**src/rtl/spm_cfg.svh**
```systemverilog
// Offsets, field positions, reset values and counts for the strap and pin mux block
// Assumes inclusion by bare name from the package and design files
`ifndef SPM_CFG_SVH
`define SPM_CFG_SVH
// Register byte offsets on APB
`define SPM_OFS_CTRL 12'h000
`define SPM_OFS_STRAP 12'h004
`define SPM_OFS_GPIO_DIR 12'h008
`define SPM_OFS_GPIO_OUT 12'h00C
`define SPM_OFS_GPIO_IN 12'h010
`define SPM_OFS_GPIO_ALT 12'h014
`define SPM_OFS_PORT_STS 12'h018
`define SPM_OFS_MGMT 12'h01C
// Control register field positions
`define SPM_CTRL_UP_OVR_EN 0
`define SPM_CTRL_TP_OVR_EN 1
`define SPM_CTRL_NTP_OVR_EN 2
`define SPM_CTRL_UP_REV 4
`define SPM_CTRL_TP_REV 5
`define SPM_CTRL_NTP_REV 6
`define SPM_CTRL_TP_RST 8
`define SPM_CTRL_NTP_RST 9
// Management bus request bit
`define SPM_MGMT_BUSY 0
// Reset values
`define SPM_CTRL_RST 32'h0000_0000
`define SPM_GPIO_RST 8'h00
// Pins that own an alternate function
`define SPM_ALT_CAPABLE 8'h3F
// Failover switch modes
`define SPM_MODE_FAILOVER 4'h4
`define SPM_MODE_FAILOVER_EE 4'h5
// Reference clock frequencies in MHz
`define SPM_REFCLK_MHZ_0 100
`define SPM_REFCLK_MHZ_1 125
// Master bus clock divider terminal count, one less than the half period in core cycles
`define SPM_MCLK_HALF 8'h7C
`endif

```
**src/rtl/spm_pkg.sv**
```systemverilog
// Types shared by the strap and pin mux block
// Assumes spm_cfg.svh supplies the numeric constants
`include "spm_cfg.svh"
package spm_pkg;
    // Straps captured during reset
    typedef struct packed {
        logic up_rev;
        logic tp_rev;
        logic ntp_rev;
        logic refclk_sel;
        logic [3:0] eeprom_addr;
        logic [3:0] slave_addr;
        logic [3:0] mode;
    } spm_strap_t;
    // Two-signal GPIO pin drive group
    typedef struct packed {
        logic [7:0] o;
        logic [7:0] oe;
    } spm_gpio_drv_t;
    // Whole state of the block
    typedef struct packed {
        spm_strap_t strap;
        logic [31:0] ctrl;
        logic [7:0] gpio_dir;
        logic [7:0] gpio_out;
        logic [7:0] gpio_alt;
        logic [7:0] gpio_in_s1;
        logic [7:0] gpio_in_s2;
        logic [7:0] port_s1;
        logic [7:0] port_s2;
        logic mgmt_busy;
        logic [7:0] mclk_cnt;
        logic mclk;
        logic [2:0] lane_rev;
        spm_gpio_drv_t gpio;
        logic [6:0] slave_addr7;
        logic [6:0] eeprom_addr7;
        logic failover;
        logic [31:0] prdata;
        logic pready;
        logic pslverr;
    } spm_state_t;
endpackage : spm_pkg

```
**src/rtl/spm_pin_mux.sv**
```systemverilog
// Strap capture, lane reversal, clock select decode and GPIO alternate-function mux
// Assumes straps are stable while rst_n is low and APB master on ref_clk
// What this block does
// - Names ending in _n are asserted low; every other signal is asserted high, except GPIO pins zero to four in alternate mode.
// - The upstream lane-reverse strap reverses that port unless software overrides it.
// - The transparent port lane-reverse strap reverses that port unless its own bit overrides.
// - The non-transparent port lane-reverse strap reverses that port unless its bit overrides.
// - A clock select strap of zero means a 100 MHz reference, one means 125 MHz.
// - EEPROM address bits four to one come from the four master address straps.
// - The master bus clock toggles only while an EEPROM or expander access runs.
// - The slave address bits five and three to one come from the four slave straps.
// - Each of the eight GPIO pins may be a general input or output.
// - Pin zero in alternate mode drives the transparent port reset, low active.
// - Pin one in alternate mode drives the non-transparent port reset, low active.
// - Pins two to four in alternate mode show the three link-up states, low active.
// - Pin five in alternate mode is the failover request input.
//
// Our own choices: the register offsets and the APB slave port.
`timescale 1ns/100ps
`include "spm_cfg.svh"
module spm_pin_mux (
    input wire logic ref_clk,
    input wire logic rst_n,
    input wire logic psel,
    input wire logic penable,
    input wire logic pwrite,
    input wire logic [11:0] paddr,
    input wire logic [31:0] pwdata,
    input wire logic [3:0] pstrb,
    output logic [31:0] prdata,
    output logic pready,
    output logic pslverr,
    input wire logic up_port_lane_rev_strap,
    input wire logic tp_port_lane_rev_strap,
    input wire logic ntp_port_lane_rev_strap,
    input wire logic refclk_freq_sel,
    input wire logic [3:0] eeprom_addr_straps,
    input wire logic [3:0] slave_addr_straps,
    input wire logic [3:0] switch_mode_straps,
    input wire logic up_link_up,
    input wire logic tp_link_up,
    input wire logic ntp_link_up,
    input wire logic mgmt_access_req,
    input wire logic [7:0] gpio_i,
    output logic [7:0] gpio_o,
    output logic [7:0] gpio_oe,
    output logic [2:0] lane_rev,
    output logic refclk_is_125,
    output logic [6:0] eeprom_addr,
    output logic [6:0] slave_addr,
    output logic master_mgmt_clk,
    output logic failover_request_in
);
    spm_pkg::spm_state_t cur_ff;
    spm_pkg::spm_state_t nxt_st;

    // Byte-lane merge of a write into a register
    function automatic logic [31:0] spm_merge(input logic [31:0] old,
                                              input logic [31:0] wd,
                                              input logic [3:0] strb);
        logic [31:0] res;
        res = old;
        for (int i = 0; i < 4; i++)
        begin
            if (strb[i])
            begin
                res[i*8 +: 8] = wd[i*8 +: 8];
            end
        end
        return res;
    endfunction : spm_merge

    // Strap or software override for one port
    function automatic logic spm_rev(input logic strap, input logic en, input logic val);
        return en ? val : strap;
    endfunction : spm_rev

    // Next-state logic
    always_comb
    begin
        nxt_st = cur_ff;
        // Pin inputs pass two flops before use
        nxt_st.gpio_in_s1 = gpio_i;
        nxt_st.gpio_in_s2 = cur_ff.gpio_in_s1;
        nxt_st.port_s1 = {4'h0, mgmt_access_req, ntp_link_up, tp_link_up, up_link_up};
        nxt_st.port_s2 = cur_ff.port_s1;
        nxt_st.pready = 1'b0;
        nxt_st.pslverr = 1'b0;
        // APB slave, one wait state: answer the cycle after the first access cycle
        if (psel && penable && !cur_ff.pready)
        begin
            nxt_st.pready = 1'b1;
            nxt_st.prdata = 32'h0000_0000;
            case (paddr)
                `SPM_OFS_CTRL:
                begin
                    nxt_st.prdata = cur_ff.ctrl & 32'h0000_0377;
                    if (pwrite)
                    begin
                        nxt_st.ctrl = spm_merge(cur_ff.ctrl, pwdata, pstrb) & 32'h0000_0377;
                    end
                end
                `SPM_OFS_STRAP:
                    nxt_st.prdata = {16'h0000, cur_ff.strap};
                `SPM_OFS_GPIO_DIR:
                begin
                    nxt_st.prdata = {24'h00_0000, cur_ff.gpio_dir};
                    if (pwrite && pstrb[0])
                    begin
                        nxt_st.gpio_dir = pwdata[7:0];
                    end
                end
                `SPM_OFS_GPIO_OUT:
                begin
                    nxt_st.prdata = {24'h00_0000, cur_ff.gpio_out};
                    if (pwrite && pstrb[0])
                    begin
                        nxt_st.gpio_out = pwdata[7:0];
                    end
                end
                `SPM_OFS_GPIO_IN:
                    nxt_st.prdata = {24'h00_0000, cur_ff.gpio_in_s2};
                `SPM_OFS_GPIO_ALT:
                begin
                    nxt_st.prdata = {24'h00_0000, cur_ff.gpio_alt};
                    if (pwrite && pstrb[0])
                    begin
                        nxt_st.gpio_alt = pwdata[7:0] & `SPM_ALT_CAPABLE;
                    end
                end
                `SPM_OFS_PORT_STS:
                    nxt_st.prdata = {24'h00_0000, 1'b0, cur_ff.failover, cur_ff.lane_rev,
                                     cur_ff.port_s2[2:0]};
                `SPM_OFS_MGMT:
                    nxt_st.prdata = {31'h0000_0000, cur_ff.mgmt_busy};
                default:
                    nxt_st.pslverr = 1'b1;
            endcase
            if (!pwrite && paddr != `SPM_OFS_CTRL)
            begin
                nxt_st.pslverr = nxt_st.pslverr;
            end
        end
        // Lane reversal from strap or override
        nxt_st.lane_rev[0] = spm_rev(cur_ff.strap.up_rev, cur_ff.ctrl[`SPM_CTRL_UP_OVR_EN],
                                     cur_ff.ctrl[`SPM_CTRL_UP_REV]);
        nxt_st.lane_rev[1] = spm_rev(cur_ff.strap.tp_rev, cur_ff.ctrl[`SPM_CTRL_TP_OVR_EN],
                                     cur_ff.ctrl[`SPM_CTRL_TP_REV]);
        nxt_st.lane_rev[2] = spm_rev(cur_ff.strap.ntp_rev, cur_ff.ctrl[`SPM_CTRL_NTP_OVR_EN],
                                     cur_ff.ctrl[`SPM_CTRL_NTP_REV]);
        // Address forming from straps
        nxt_st.eeprom_addr7 = {2'b10, cur_ff.strap.eeprom_addr, 1'b0};
        nxt_st.slave_addr7 = {1'b1, cur_ff.strap.slave_addr[3], 1'b0,
                              cur_ff.strap.slave_addr[2:0], 1'b0};
        // Master bus clock only during an access
        nxt_st.mgmt_busy = cur_ff.port_s2[3];
        if (cur_ff.mgmt_busy)
        begin
            if (cur_ff.mclk_cnt == `SPM_MCLK_HALF)
            begin
                nxt_st.mclk_cnt = 8'h00;
                nxt_st.mclk = ~cur_ff.mclk;
            end
            else
            begin
                nxt_st.mclk_cnt = cur_ff.mclk_cnt + 8'h01;
            end
        end
        else
        begin
            nxt_st.mclk_cnt = 8'h00;
            nxt_st.mclk = 1'b1;
        end
        // Failover counts only in failover modes
        nxt_st.failover = cur_ff.gpio_alt[5] && cur_ff.gpio_in_s2[5] &&
                          (cur_ff.strap.mode == `SPM_MODE_FAILOVER ||
                           cur_ff.strap.mode == `SPM_MODE_FAILOVER_EE);
        // GPIO output mux
        for (int p = 0; p < 8; p++)
        begin
            nxt_st.gpio.o[p] = cur_ff.gpio_out[p];
            nxt_st.gpio.oe[p] = cur_ff.gpio_dir[p];
        end
        if (cur_ff.gpio_alt[0])
        begin
            nxt_st.gpio.o[0] = ~cur_ff.ctrl[`SPM_CTRL_TP_RST];
            nxt_st.gpio.oe[0] = 1'b1;
        end
        if (cur_ff.gpio_alt[1])
        begin
            nxt_st.gpio.o[1] = ~cur_ff.ctrl[`SPM_CTRL_NTP_RST];
            nxt_st.gpio.oe[1] = 1'b1;
        end
        for (int k = 0; k < 3; k++)
        begin
            if (cur_ff.gpio_alt[2 + k])
            begin
                nxt_st.gpio.o[2 + k] = ~cur_ff.port_s2[k];
                nxt_st.gpio.oe[2 + k] = 1'b1;
            end
        end
        if (cur_ff.gpio_alt[5])
        begin
            nxt_st.gpio.o[5] = 1'b0;
            nxt_st.gpio.oe[5] = 1'b0;
        end
        // Straps sampled while reset is held
        if (!rst_n)
        begin
            nxt_st = '0;
            nxt_st.strap.up_rev = up_port_lane_rev_strap;
            nxt_st.strap.tp_rev = tp_port_lane_rev_strap;
            nxt_st.strap.ntp_rev = ntp_port_lane_rev_strap;
            nxt_st.strap.refclk_sel = refclk_freq_sel;
            nxt_st.strap.eeprom_addr = eeprom_addr_straps;
            nxt_st.strap.slave_addr = slave_addr_straps;
            nxt_st.strap.mode = switch_mode_straps;
            nxt_st.ctrl = `SPM_CTRL_RST;
            nxt_st.gpio_dir = `SPM_GPIO_RST;
            nxt_st.gpio_alt = `SPM_GPIO_RST;
            nxt_st.mclk = 1'b1;
        end
    end

    // State register, synchronous reset folded into next state
    always_ff @(posedge ref_clk)
    begin
        cur_ff <= nxt_st;
    end

    // Outputs straight from flops
    assign prdata = cur_ff.prdata;
    assign pready = cur_ff.pready;
    assign pslverr = cur_ff.pslverr;
    assign gpio_o = cur_ff.gpio.o;
    assign gpio_oe = cur_ff.gpio.oe;
    assign lane_rev = cur_ff.lane_rev;
    assign refclk_is_125 = cur_ff.strap.refclk_sel;
    assign eeprom_addr = cur_ff.eeprom_addr7;
    assign slave_addr = cur_ff.slave_addr7;
    assign master_mgmt_clk = cur_ff.mclk;
    assign failover_request_in = cur_ff.failover;
endmodule : spm_pin_mux

```
**config.mk**
```make
export PLATFORM = sky130hd
export DESIGN_NAME = spm_pin_mux
export DESIGN_NICKNAME = d
export VERILOG_FILES = /design/src/rtl/spm_pkg.sv /design/src/rtl/spm_pin_mux.sv
export VERILOG_INCLUDE_DIRS = /design/src /design/src/rtl
export SDC_FILE = /design/constraint.sdc
export NUM_CORES = 1
export LEC_CHECK = 0
export BUFFER_PORTS_ARGS = -buffer_cell sky130_fd_sc_hd__clkbuf_2
export CELL_PAD_IN_SITES_DETAIL_PLACEMENT = 1
export CELL_PAD_IN_SITES_GLOBAL_PLACEMENT = 1
export CORE_ASPECT_RATIO = 0.7
export CORE_MARGIN = 5
export CORE_UTILIZATION = 40
export CTS_BUF_LIST = sky130_fd_sc_hd__clkbuf_2
export DETAILED_ROUTE_END_ITERATION = 8
export GPL_ROUTABILITY_DRIVEN = 0
export PLACE_DENSITY_LB_ADDON = 0.08
export SETUP_SLACK_MARGIN = 0.2
export SLEW_MARGIN = 20
export SYNTH_ARGS = -nofsm -noshare
export SYNTH_HDL_FRONTEND = slang
export SYNTH_SLANG_ARGS = --single-unit
export TNS_END_PERCENT = 20
```
**constraint.sdc**
```tcl
create_clock -name ref_clk -period 2.92 [get_ports ref_clk]
set_input_delay 0.292 -clock ref_clk [delete_from_list [all_inputs] [get_ports ref_clk]]
set_output_delay 0.292 -clock ref_clk [all_outputs]
set_load 0.005 [all_outputs]
```
==> out/results.ini <==
[worst_setup_path]
critPathMaxStageDelay_ns = 0.57
path_cells = nand3b_1 > buf_4 > nor3_2 > buf_4 > nand3_1 > dlygate4sd3_1 > a21oi_1 > dlygate4sd3_1
crit_fanout = 22
path_class = register to register
cp-end-kind = register
crit_arrival_ns = 3.19
cp_num_buf_inv = 4
crit_family = buffers and inverters
crit_required_ns = 3.56
slowest_stage = dlygate4sd3_1
r2r_setup_slack_ns = 0.37
crit_path_start_kind = register

[finish]
final_common_cell = clkbuf_2
drive_above_1_share = 0.257
final_cell_mix = clkbuf_2, dfxtp_1, and2_1, dlygate4sd3_1, nor2_1
diodes = 0
fin_util = 0.485
area_growth_pct = 19.9
final_nets = 735

[detailed_routing]
drtIter0Drc = 290
antenna_left = 0
via_count = 4239
route.detailed.drc = 0
wl_per_cell_um = 18.2
postRouteWirelength_mm = 15.1
first_pass_iters = 4
viasPerCell = 5.10

[pwr]
peakVddDrop_mv = 0.322
power.density_nw_per_um2 = 512
switching_power_uw = 836
swShare = 0.258
cellInternalPower_mw = 2.40
comb_power_share = 0.076
power_frac_seq = 0.567
totalPowerFinal_mw = 3.24
p_leak_nw = 2.59
clkPwrFrac = 0.357

[timing]
worst_slew_pin_slew_ns = 0.619
finalSetupViolCount = 0
fmax_ghz = 0.392
fin_crit_sh = 0.874
rsz0062_at_grt = no
tns_ns = 0
finClkSkew_ns = 0.0236
finalHoldViolations = 0
relSlewSlack = 0.587
post-route-min-period_ns = 2.55
slew_violations = 0

[synth]
synth_cells = 537
synth.ff_latch_count = 127
synth_simple_gate_area_frac = 0.192
synth_seq_area_share = 0.512
muxShareOfSynthArea = 0.0595
synth_compound_area_frac = 0.102
netlist_area_um2 = 5280
synth_warnings = 0
ys_types = 56
synthAdderAreaFrac = 0.00474
synth_area_leaders = dfxtp_1, buf_4, edfxtp_1, and2_1, mux2i_1
avgSynthCellArea_um2 = 9.83
synth-xor-area-share = 0.0116
synth_edf_count = 16
netlist.area_leader.share = 0.421
synth_flop_cell = dfxtp_1
synth_top_family_by_area = simple AND/OR/NAND/NOR gates
synthArstFlopShare = 0
synth_area_leader_cell = dfxtp_1

[die]
io_pins = 151
start_util = 0.405
core_um2 = 13100
dieArea_um2 = 15600
die_y_um = 106
std_cell_rows = 35
die_w_um = 147

[grt]
grt_pass1_vias = 4425
grt_max_degree = 67
track_usage = 0.199
grt_pass1_wl_mm = 24.1
overflow = 0
antenna_found_initial = 0

[clock_tree]
tritoncts = yes
cts_setup_buffers = 0
htree_levels = 4
cts_buffers = 17
clk-insertion-delay-late_ns = 0.67
clk_path_buf_depth = 2
clock-sinks = 127
cts.clk_slew.worst_paths_ns = 0.20
cts_root_buffer = clkbuf_2

[status]
status = finished, final reports clean

[flow_run]
cap_viol_max_count = 0

[place]
hpwl_mm = 10.8
portBuffers = 106

[hold_path]
hold_class = input pin to register

sequential cells by signal, indices dropped and copies added (netlist names):
| name | flops |
|---|---|
| prdata | 16 |
| refclk_is_125 | 1 |
| gpio_o | 8 |
| pslverr | 1 |
| pready | 1 |
| slave_addr | 5 |
| cur_ff | 78 |
| failover_request_in | 1 |
| gpio_oe | 8 |
| master_mgmt_clk | 1 |
| lane_rev | 3 |
| eeprom_addr | 4 |
worst register-to-register path: stages (launching register included):
cell and delay [ns]:
dfxtp_1 0.37, nand3b_1 0.18, buf_4 0.24, nor3_2 0.12, buf_4 0.21, nand3_1 0.09, dlygate4sd3_1 0.57, a21oi_1 0.17
dlygate4sd3_1 0.56
per-stage QoR:
step / cell area, µm² / hold WS (ns) / setup slack (ns) / std cells
final: 6330 / 0.116 / 0.367 / 831
after global routing: 6330 / 0.0431 / 0.232 / 831
after CTS: 6330 / 0.0520 / 0.425 / 831
after detailed placement: 5640 / 0.420 / 0.626 / 755
after global placement: 5640 / 0.415 / 0.634 / 755
after floorplan: 5350 / 0.320 / 0.741 / 556
worst paths after layout:
| kind | endpoint | start | cells past startpoint |
|---|---|---|---|
| worst max register to register | cur_ff[143]$_SDFFE_PN0P_ | pready$_SDFF_PN0_ | 8 |
| worst min register to register | gpio_o[4]$_SDFF_PN0_ | cur_ff[80]$_SDFF_PN0_ | 1 |
| worst min-delay path | prdata[12]$_SDFFE_PN0P_ | rst_n | 3 |
| worst max-delay path | cur_ff[143]$_SDFFE_PN0P_ | pready$_SDFF_PN0_ | 8 |
layout make-up:
| cell class | instances | area (µm²) |
|---|---|---|
| fill | 1512 | 6720 |
| sequential | 127 | 2700 |
| multi-input combinational | 333 | 2030 |
| timing repair buffer | 168 | 1120 |
| tap | 166 | 208 |
| clock inverter | 15 | 169 |
| clock buffer | 17 | 85.1 |
| inverter | 5 | 18.8 |
power by group through the flow:
stage / sequential (mW) / combinational [mW] / clock, mW
after floorplan: 1.87 / 0.131 / 0
after global placement: 1.87 / 0.198 / 0
after detailed placement: 1.88 / 0.201 / 0
after CTS: 1.84 / 0.244 / 1.19
after global routing: 1.85 / 0.269 / 1.27
final: 1.84 / 0.245 / 1.16
routing by layer:
| metal | wire (µm) | track usage | up-vias |
|---|---|---|---|
| li1 | - | - | 2019 |
| met3 | 1090 | 0.0567 | 12 |
| met2 | 6690 | 0.307 | 142 |
| met1 | 7190 | 0.278 | 2066 |
| met4 | 163 | 0.0445 | 0 |
| met5 | 0 | 0 | - |
cells by family (layout without fill, tap and decap cells):
| group | count (synthesis) | count (layout) |
|---|---|---|
| xor gates and xnor gates | 7 | 7 |
| adders and majority gates | 2 | 2 |
| AOI/OAI and AO/OA | 87 | 87 |
| other | 1 | 20 |
| and+or+nand+nor | 188 | 188 |
| buffers and inverters | 96 | 205 |
| DFF | 127 | 127 |
| muxes | 29 | 29 |
cell usage after synthesis, drive strengths merged (3+ instances only):
cell type,number
xnor2,5
nand3,31
o21ai,26
inv,5
and3,7
nand4,6
nand2,29
nor3,8
dfxtp,111
mux2,9
and2,44
a32oi,10
mux2i,19
a211oi,5
nor4,4
a22o,3
nor2,39
a21oi,29
buf,70
nor3b,3
clkbuf,21
edfxtp,16
timing repair:
action	CTS	global route
resized for setup	0	0
hold endpoints to repair	60	0
hold buffers	44	0
No activity file was read; power rests on OpenSTA's default activity.
